==> src/rbt_pkg.sv <==
`default_nettype none
package rbt_pkg;
    localparam int unsigned DATA_W  = 8;
    localparam int unsigned BUF_DEP = 2;
    localparam logic [DATA_W-1:0] DATA_RST = 8'h00;
    localparam logic               FLAG_RST = 1'b0;

    typedef logic [DATA_W-1:0] rbt_byte_t;

    // one direction's control pins
    typedef struct packed {
        logic load_clock;
        logic capture_enable_n;
        logic drive_enable_n;
    } rbt_dir_ctl_t;

    // one side's three-state pin group
    typedef struct packed {
        rbt_byte_t o;
        rbt_byte_t oe;
    } rbt_pins_t;
endpackage
`default_nettype wire

==> src/rbt_transceiver.sv <==
// Operation
// A-to-B register loads on edge while enable low (here also only while ab_in_ready is high)
// each A-to-B load sets the loaded flag
// stored A-to-B data drives B when enabled
// disabled side pins float, act as inputs
// B-to-A direction mirrors A-to-B with own controls
// two independent back-to-back 8-bit registers
// inverting variant drives complement of stored bits
// each direction has its own clock, enables
// no reset pin; contents undefined until loaded (here srst loads rbt_pkg::DATA_RST)
`timescale 1ns/1ps
`default_nettype none
module rbt_transceiver #(
    parameter bit INVERT = 1'b0
) (
    // clock and reset
    input  wire logic               clk,
    input  wire logic               srst,
    // per-direction controls
    input  wire rbt_pkg::rbt_dir_ctl_t ab_ctl,
    input  wire rbt_pkg::rbt_dir_ctl_t ba_ctl,
    // bus pins, split three ways
    input  wire rbt_pkg::rbt_byte_t a_i,
    input  wire rbt_pkg::rbt_byte_t b_i,
    output rbt_pkg::rbt_pins_t      a_pins,
    output rbt_pkg::rbt_pins_t      b_pins,
    // status
    output logic                    a_to_b_loaded_flag,
    // buffered A-to-B word stream
    output logic                    ab_out_valid,
    output rbt_pkg::rbt_byte_t      ab_out_data,
    input  wire logic               ab_out_ready,
    output logic                    ab_in_ready
);
    logic ab_clk_q;
    logic ba_clk_q;
    logic ab_load;
    logic ba_load;
    rbt_pkg::rbt_byte_t ab_reg_q;
    rbt_pkg::rbt_byte_t ba_reg_q;
    rbt_pkg::rbt_byte_t skid_dat_q;
    rbt_pkg::rbt_byte_t skid_dat_d;
    rbt_pkg::rbt_byte_t out_dat_d;
    logic               skid_vld_q;
    logic               skid_vld_d;
    logic               out_vld_d;
    logic               slot_free;
    logic               push;
    logic               pop;

    // load clocks are sampled pins; a rising edge is a load opportunity
    always_ff @(posedge clk) begin
        ab_clk_q <= srst ? 1'b0 : ab_ctl.load_clock;
        ba_clk_q <= srst ? 1'b0 : ba_ctl.load_clock;
    end

    // stalling on a full buffer holds the register rather than losing a word
    assign ab_load = ab_ctl.load_clock & ~ab_clk_q & ~ab_ctl.capture_enable_n & ab_in_ready;
    assign ba_load = ba_ctl.load_clock & ~ba_clk_q & ~ba_ctl.capture_enable_n;

    // srst is a simulation convenience; the part itself has none
    always_ff @(posedge clk) begin
        if (srst) begin
            ab_reg_q <= rbt_pkg::DATA_RST;
        end else if (ab_load) begin
            ab_reg_q <= a_i;
        end
    end

    always_ff @(posedge clk) begin
        if (srst) begin
            ba_reg_q <= rbt_pkg::DATA_RST;
        end else if (ba_load) begin
            ba_reg_q <= b_i;
        end
    end

    // flag is never cleared by any documented event
    always_ff @(posedge clk) begin
        if (srst) begin
            a_to_b_loaded_flag <= rbt_pkg::FLAG_RST;
        end else if (ab_load) begin
            a_to_b_loaded_flag <= 1'b1;
        end
    end

    // pin drivers, registered, with load data bypassed so outputs change on the same edge as the register
    always_ff @(posedge clk) begin
        if (srst) begin
            b_pins <= '0;
            a_pins <= '0;
        end else begin
            b_pins.o  <= (ab_load ? a_i : ab_reg_q) ^ {rbt_pkg::DATA_W{INVERT}};
            b_pins.oe <= {rbt_pkg::DATA_W{~ab_ctl.drive_enable_n}};
            a_pins.o  <= (ba_load ? b_i : ba_reg_q) ^ {rbt_pkg::DATA_W{INVERT}};
            a_pins.oe <= {rbt_pkg::DATA_W{~ba_ctl.drive_enable_n}};
        end
    end

    // two-entry buffer: an output slot with a skid slot behind it
    // ready drops only while the skid slot holds a word, so a stall loses nothing
    assign push      = ab_load;
    assign pop       = ab_out_valid & ab_out_ready;
    assign slot_free = pop | ~ab_out_valid;

    always_comb begin
        skid_vld_d = skid_vld_q;
        skid_dat_d = skid_dat_q;
        out_vld_d  = ab_out_valid;
        out_dat_d  = ab_out_data;
        if (slot_free) begin
            if (skid_vld_q) begin
                out_vld_d  = 1'b1;
                out_dat_d  = skid_dat_q;
                skid_vld_d = push;
                if (push) begin
                    skid_dat_d = a_i;
                end
            end else begin
                out_vld_d = push;
                if (push) begin
                    out_dat_d = a_i;
                end
            end
        end else if (push) begin
            skid_vld_d = 1'b1;
            skid_dat_d = a_i;
        end
    end

    always_ff @(posedge clk) begin
        if (srst) begin
            skid_vld_q   <= 1'b0;
            skid_dat_q   <= rbt_pkg::DATA_RST;
            ab_out_valid <= 1'b0;
            ab_out_data  <= rbt_pkg::DATA_RST;
            ab_in_ready  <= 1'b1;
        end else begin
            skid_vld_q   <= skid_vld_d;
            skid_dat_q   <= skid_dat_d;
            ab_out_valid <= out_vld_d;
            ab_out_data  <= out_dat_d;
            ab_in_ready  <= ~skid_vld_d;
        end
    end
endmodule
`default_nettype wire

==> config.mk <==
export PLATFORM = sky130hd
export DESIGN_NAME = rbt_transceiver
export DESIGN_NICKNAME = d
export VERILOG_FILES = /design/src/rbt_pkg.sv /design/src/rbt_transceiver.sv
export SDC_FILE = /design/constraint.sdc
export NUM_CORES = 1
export LEC_CHECK = 0
export CAP_MARGIN = 20
export CORE_MARGIN = 1.5
export CORE_UTILIZATION = 45
export DETAILED_ROUTE_END_ITERATION = 6
export DONT_BUFFER_PORTS = 1
export PLACE_DENSITY_LB_ADDON = 0.3
export SKIP_LAST_GASP = 1
export SYNTH_ARGS = -nofsm -noshare
export SYNTH_HDL_FRONTEND = slang
export SYNTH_SLANG_ARGS = --single-unit
==> constraint.sdc <==
create_clock -name clk -period 1.2 [get_ports clk]
set_input_delay 0.06 -clock clk [delete_from_list [all_inputs] [get_ports clk]]
set_output_delay 0.06 -clock clk [all_outputs]
set_load 0.01 [all_outputs]
==> results of run 1 <==
[worst register-to-register path: stages (launching register included)]
cell     delay [ns]
dfxtp_2        0.35
nor2b_4        0.14
buf_4          0.14
o21ai_4        0.15
buf_12         0.15
mux2i_1        0.20
nor2_1         0.05
[Yosys cell counts, drive strengths merged]
library cell,number
nor3,2
nand2b,2
nor3b,1
o21ai,2
nor2b,4
mux2i,16
buf,18
a21oi,16
and3,8
dfxtp,40
nor2,22
and4bb,1
nand2,25
nand4bb,1
a221oi,8
clkbuf,5
[worst paths after layout]
kind,to,slack [ns],depth (start not counted)
setup / recovery,skid_dat_q[4],-0.08,6
setup reg to reg,skid_dat_q[4],-0.08,6
hold / removal,ab_out_valid,0.02,3
hold reg to reg,skid_dat_q[0],0.50,2
[logic make-up (layout without fill, tap and decap cells)]
kind of cell | count (synthesis) | in the layout | share of synthesized area (%)
and+or+nand+nor | 66 | 66 | 20.2
muxes | 16 | 16 | 9.91
buffers and inverters | 23 | 54 | 9.68
AOI/OAI and AO/OA | 26 | 26 | 10.6
DFF | 40 | 40 | 49.6
[cell type report]
| cell class | instances | area [sq um] |
|---|---|---|
| well taps | 46 | 57.6 |
| multi-input cells | 108 | 744 |
| flip-flops and latches | 40 | 808 |
| repair buffers | 46 | 459 |
| fillers | 279 | 1260 |
| clock buffers | 8 | 58.8 |
[report_power, final]
group / switching (mW) / internal, mW / leakage (nW)
registers: 0.0562 / 1.38 / 0.327
clock network: 0.414 / 0.289 / 0.0326
logic: 0.156 / 0.167 / 0.528
[sequential cells by signal (all words and copies together), names as in the netlist]
signal and count:
ab_in_ready 1, a_pins 9, a_to_b_loaded_flag 1, skid_vld_q 1
skid_dat_q 8, ab_out_valid 1, b_pins 9, ab_out_data 8
ab_clk_q 1, ba_clk_q 1
[metal layers]
layer / GRT usage (%) / up-vias / routed length [microns]
met2: 38.0 / 49 / 2150
li1: - / 629 / -
met5: 0 / - / 0
met1: 20.1 / 629 / 1510
met4: 10.8 / 0 / 110
met3: 8.65 / 11 / 313
[metrics by stage]
stage	utilization (%)	hold WS [ns]	instance area [sq um]	cells
after detailed placement	48.7	0.133	1650	210
final	62.8	0.0159	2130	248
after global placement	48.7	0.129	1650	210
after floorplan	-	0.132	1620	171
after CTS	59.8	-0.0324	2030	245
after global routing	62.8	0.0121	2130	248
[repair_timing]
item / 4_1_cts / 5_1_grt
resized for setup: 6 / 13
hold endpoints to repair: 40 / 0
hold buffers: 26 / 0
cloned: 0 / 0
pin swaps: 1 / 14
setup buffers: 1 / 3
endpoints found under the setup margin: 18 / 19
==> impl_metrics.ini, run 1 <==
[outcome]
outcome = finished, violations left
violations = setup timing

[grt]
grt_max_degree = 35
grt_pass1_vias = 1413
grt_overflow_total = 0
antenna_found_initial = 0
grt_pass1_wl_mm = 6.33
grtUsageTotal_pct = 21.0

[worst_setup_path]
critPathTopFamily = flip-flops
critical_path_buf_inv_count = 2
startpoint = ab_out_valid
required_ns = 1.44
crit_arrival_ns = 1.52
timing.rr.start = ab_out_valid
path_cells = nor2b_4, buf_4, o21ai_4, buf_12, mux2i_1, nor2_1
cp-end-kind = register
worst_path_max_delay_cell = dfxtp_2
cp-start-kind = register
critical_path_peak_fanout = 8
max_stage_delay_ns = 0.35
path_class = reg2reg

[synth]
yosysSeqAreaShare_pct = 49.6
yosysTopAreaCell = dfxtp_1
synth.avg_cell_area_sq_um = 9.45
synth_area_leaders = dfxtp_1 (50%), mux2i_1 (9.9%), buf_4 (6.5%)
synth_cells = 171
syn_area_sq_um = 1620
yosysUniqueCellTypes = 22
ys_ff_latch = 40
syn_nets = 196
yosysTopAreaCellShare_pct = 49.6
ys_warn_count = 0

[placed_design]
place_ws_ns = -0.0864
dp_hpwl_mm = 2.40
numPortBuffers = 0
gp_congestion = 0.770

[clocking]
cts_buffer_depth = 2
h-tree-depth = 2
clkTransAtPathRegs_ns = 0.11
insertion_delay_ns = 0.35
cts_tree = done
cts.sinks = 40
cts_buffers = 5
root_buffer = clkbuf_4

[routing]
drt_first_pass_iters = 4
wirelength_mm = 4.09
ant_nets = 0
routedWlPerCell_microns = 16.5
vias = 1318
first_iter_violations = 61
route.detailed.drc = 0
via_per_inst = 5.31

[timing]
slew_violations = 0
grt_setup_unrepaired = yes
hold_viol = 0
setup_viol = 15
fmax_mhz = 783
worst_pin_slew_ns = 0.243
fin_ws_ns = -0.0764
fin_setup_tns_ns = -0.658
fin_skew_ns = 0.0102
slew_headroom_pct = 83.8
period_minus_slack_ns = 1.28
fin_crit_sh_pct = 106

[final_layout]
final_cell_mix = dfxtp_1 (36), nand2_1 (25), dlygate4sd3_1 (24), nor2_1 (21), buf_4 (17)
synthToLayoutAreaGrowth_pct = 31.8
n_antenna_cell = 0
drive_above_1_share_pct = 23.8
layout_commonest_cell = dfxtp_1
nets = 226

[power]
peakVddDrop_v = 0.000806
p_leak_nw = 0.887
power.total_mw = 2.46
powerDensity_nw_per_um2 = 1150

[floorplan]
fp.dieW_microns = 62.9
fp-row-count = 21
fp.dieH_microns = 62.9
ioPinCount = 68
start_util_pct = 47.7
core_sq_um = 3390
dieArea_sq_um = 3960

[hold_path]
hp-class = in2reg
min-delay-start = ab_out_ready

[run]
maxCapViolCount = 0
(Power assumes the default switching activity.)
==> run 2: changes to the inputs <==
Settings changed: CTS_CLUSTER_DIAMETER set to 100.
Clock period 1.2 ns to 1.1 ns, I/O delays scaled along.
==> run 2 against run 1 <==
  * The flow finishes with violations (hold timing, setup timing)
  * Sequential cell count is the same
  * Power grew 1.9%
  * Non-clock buffer count shrank 23
  * Clock power shrank 3.1%
  * Sequential share of layout area grew 3.0 points
  * Critical path type unchanged
  * Largest cell class unchanged
  * Largest power group unchanged
  * Highest routed layer unchanged
==> impl_metrics.ini, run 2 (synthesized netlist as in run 1, its figures left out) <==
[final_layout]
drive_above_1_share_pct = 29.8
layout_commonest_cell = dfxtp_1
finalNonFillerCells = 224
synthToLayoutAreaGrowth_pct = 21.5
design_area_sq_um = 1960
n_antenna_cell = 0
reg_top3 = a_pins (9), b_pins (9)
final_util_pct = 57.9
nets = 203
final_cell_mix = dfxtp_1 (37), nor2_1 (21), nand2_1 (21), mux2i_1 (16), a21oi_1 (12)

[clocking]
insertion_delay_ns = 0.34
cts_tree = done
root_buffer = clkbuf_4
cts.sinks = 40
cts_buffers = 5
postCtsHoldBufs = 4
clkTransAtPathRegs_ns = 0.11
h-tree-depth = 2
cts_buffer_depth = 2

[timing]
fmax_mhz = 805
fin_crit_sh_pct = 113
period_minus_slack_ns = 1.24
holdWs_ns = -0.238
grt_setup_unrepaired = yes
fin_skew_ns = 0.00615
fin_ws_ns = -0.142
worst_pin_slew_ns = 0.238
hold_viol = 36
slew_headroom_pct = 84.1
setup_viol = 19
fin_setup_tns_ns = -1.98
slew_violations = 0

[grt]
grt_pass1_wl_mm = 5.63
grt_max_degree = 41
grt_overflow_total = 0
grtUsageTotal_pct = 18.4
antenna_found_initial = 0
grt_pass1_vias = 1205

[floorplan]
dieArea_sq_um = 3960
fp.dieW_microns = 62.9
core_sq_um = 3390
ioPinCount = 68
start_util_pct = 47.7
fp-row-count = 21
fp.dieH_microns = 62.9

[worst_setup_path]
required_ns = 1.34
path_cells = nor2b_4, buf_12, o21ai_4, buf_12, mux2i_1, nor2_1
crit_arrival_ns = 1.49
worst_path_max_delay_cell = dfxtp_2
cp-end-kind = register
max_stage_delay_ns = 0.35
critical_path_buf_inv_count = 2
path_class = reg2reg
crit_path_frequent_cell = buf_12
critical_path_peak_fanout = 8
cp-start-kind = register
critPathTopFamily = flip-flops

[outcome]
outcome = finished, violations left
violations = hold timing, setup timing

[placed_design]
gp_congestion = 0.724
dp_hpwl_mm = 2.24
dpl-instance-area_sq_um = 1670
dp.cells = 209
numPortBuffers = 0

[routing]
first_iter_violations = 48
via_per_inst = 5.27
drt_first_pass_iters = 4
wirelength_mm = 3.45
ant_nets = 0
vias = 1180
routedWlPerCell_microns = 15.4
route.detailed.drc = 0

[power]
powerDensity_nw_per_um2 = 1280
p_leak_nw = 0.810
peakVddDrop_v = 0.000735

[run]
maxCapViolCount = 0

[hold_path]
hp-class = in2reg
## run 2: cell types whose count changed in the layout (fill, tap and decap cells not counted), sizes merged
cell	delta
clkbuf	-2
buf	-3
clkinv	+1
dlygate4sd3	-20
## run 2: where the power goes
part           internal (mW)  leakage [nW]  switching, mW
sequential              1.50         0.326         0.0587
combinational          0.137         0.455          0.124
clock                  0.236        0.0281          0.447
## run 2: area by class of cell
cell class | count | area [sq um]
sequential | 40 | 805
fill | 289 | 1430
clock inverter | 1 | 5.00
timing repair buffer | 23 | 251
tap | 46 | 57.6
clock buffer | 6 | 41.3
multi-input combinational | 108 | 802
## run 2: stage by stage
| stage | worst slack [ns] | hold slack, ns | power [mW] |
|---|---|---|---|
| 2_1_floorplan | -0.132 | 0.127 | 1.78 |
| 5_1_grt | -0.195 | -0.275 | 2.64 |
| 4_1_cts | -0.117 | -0.250 | 2.51 |
| 6_report | -0.142 | -0.238 | 2.50 |
| 3_5_place_dp | -0.170 | 0.127 | 1.79 |
| 3_3_place_gp | -0.136 | 0.126 | 1.78 |
## run 2: worst paths after layout
check | from | slack [ns] | to | cells past startpoint
max reg2reg | ab_out_valid | -0.14 | skid_dat_q[1] | 6
min | srst | -0.24 | b_pins[13] | 1
min reg2reg | skid_dat_q[4] | 0.50 | skid_dat_q[4] | 2
max | ab_out_valid | -0.14 | skid_dat_q[1] | 6
## run 2: repair_timing
item | 4_1_cts | 5_1_grt
pin swaps | 3 | 9
gates cloned | 0 | 0
endpoints found under the setup margin | 27 | 34
setup buffers | 2 | 4
resized for setup | 10 | 21
hold endpoints to repair | 40 | 36
## run 2: metal layers
metal	share of wire, %	track usage [%]	vias to the layer above
li1	-	-	582
met1	42	21.2	553
met2	49	29.7	39
met3	7.2	8.65	6
met4	1.4	6.67	0
met5	0	0	-
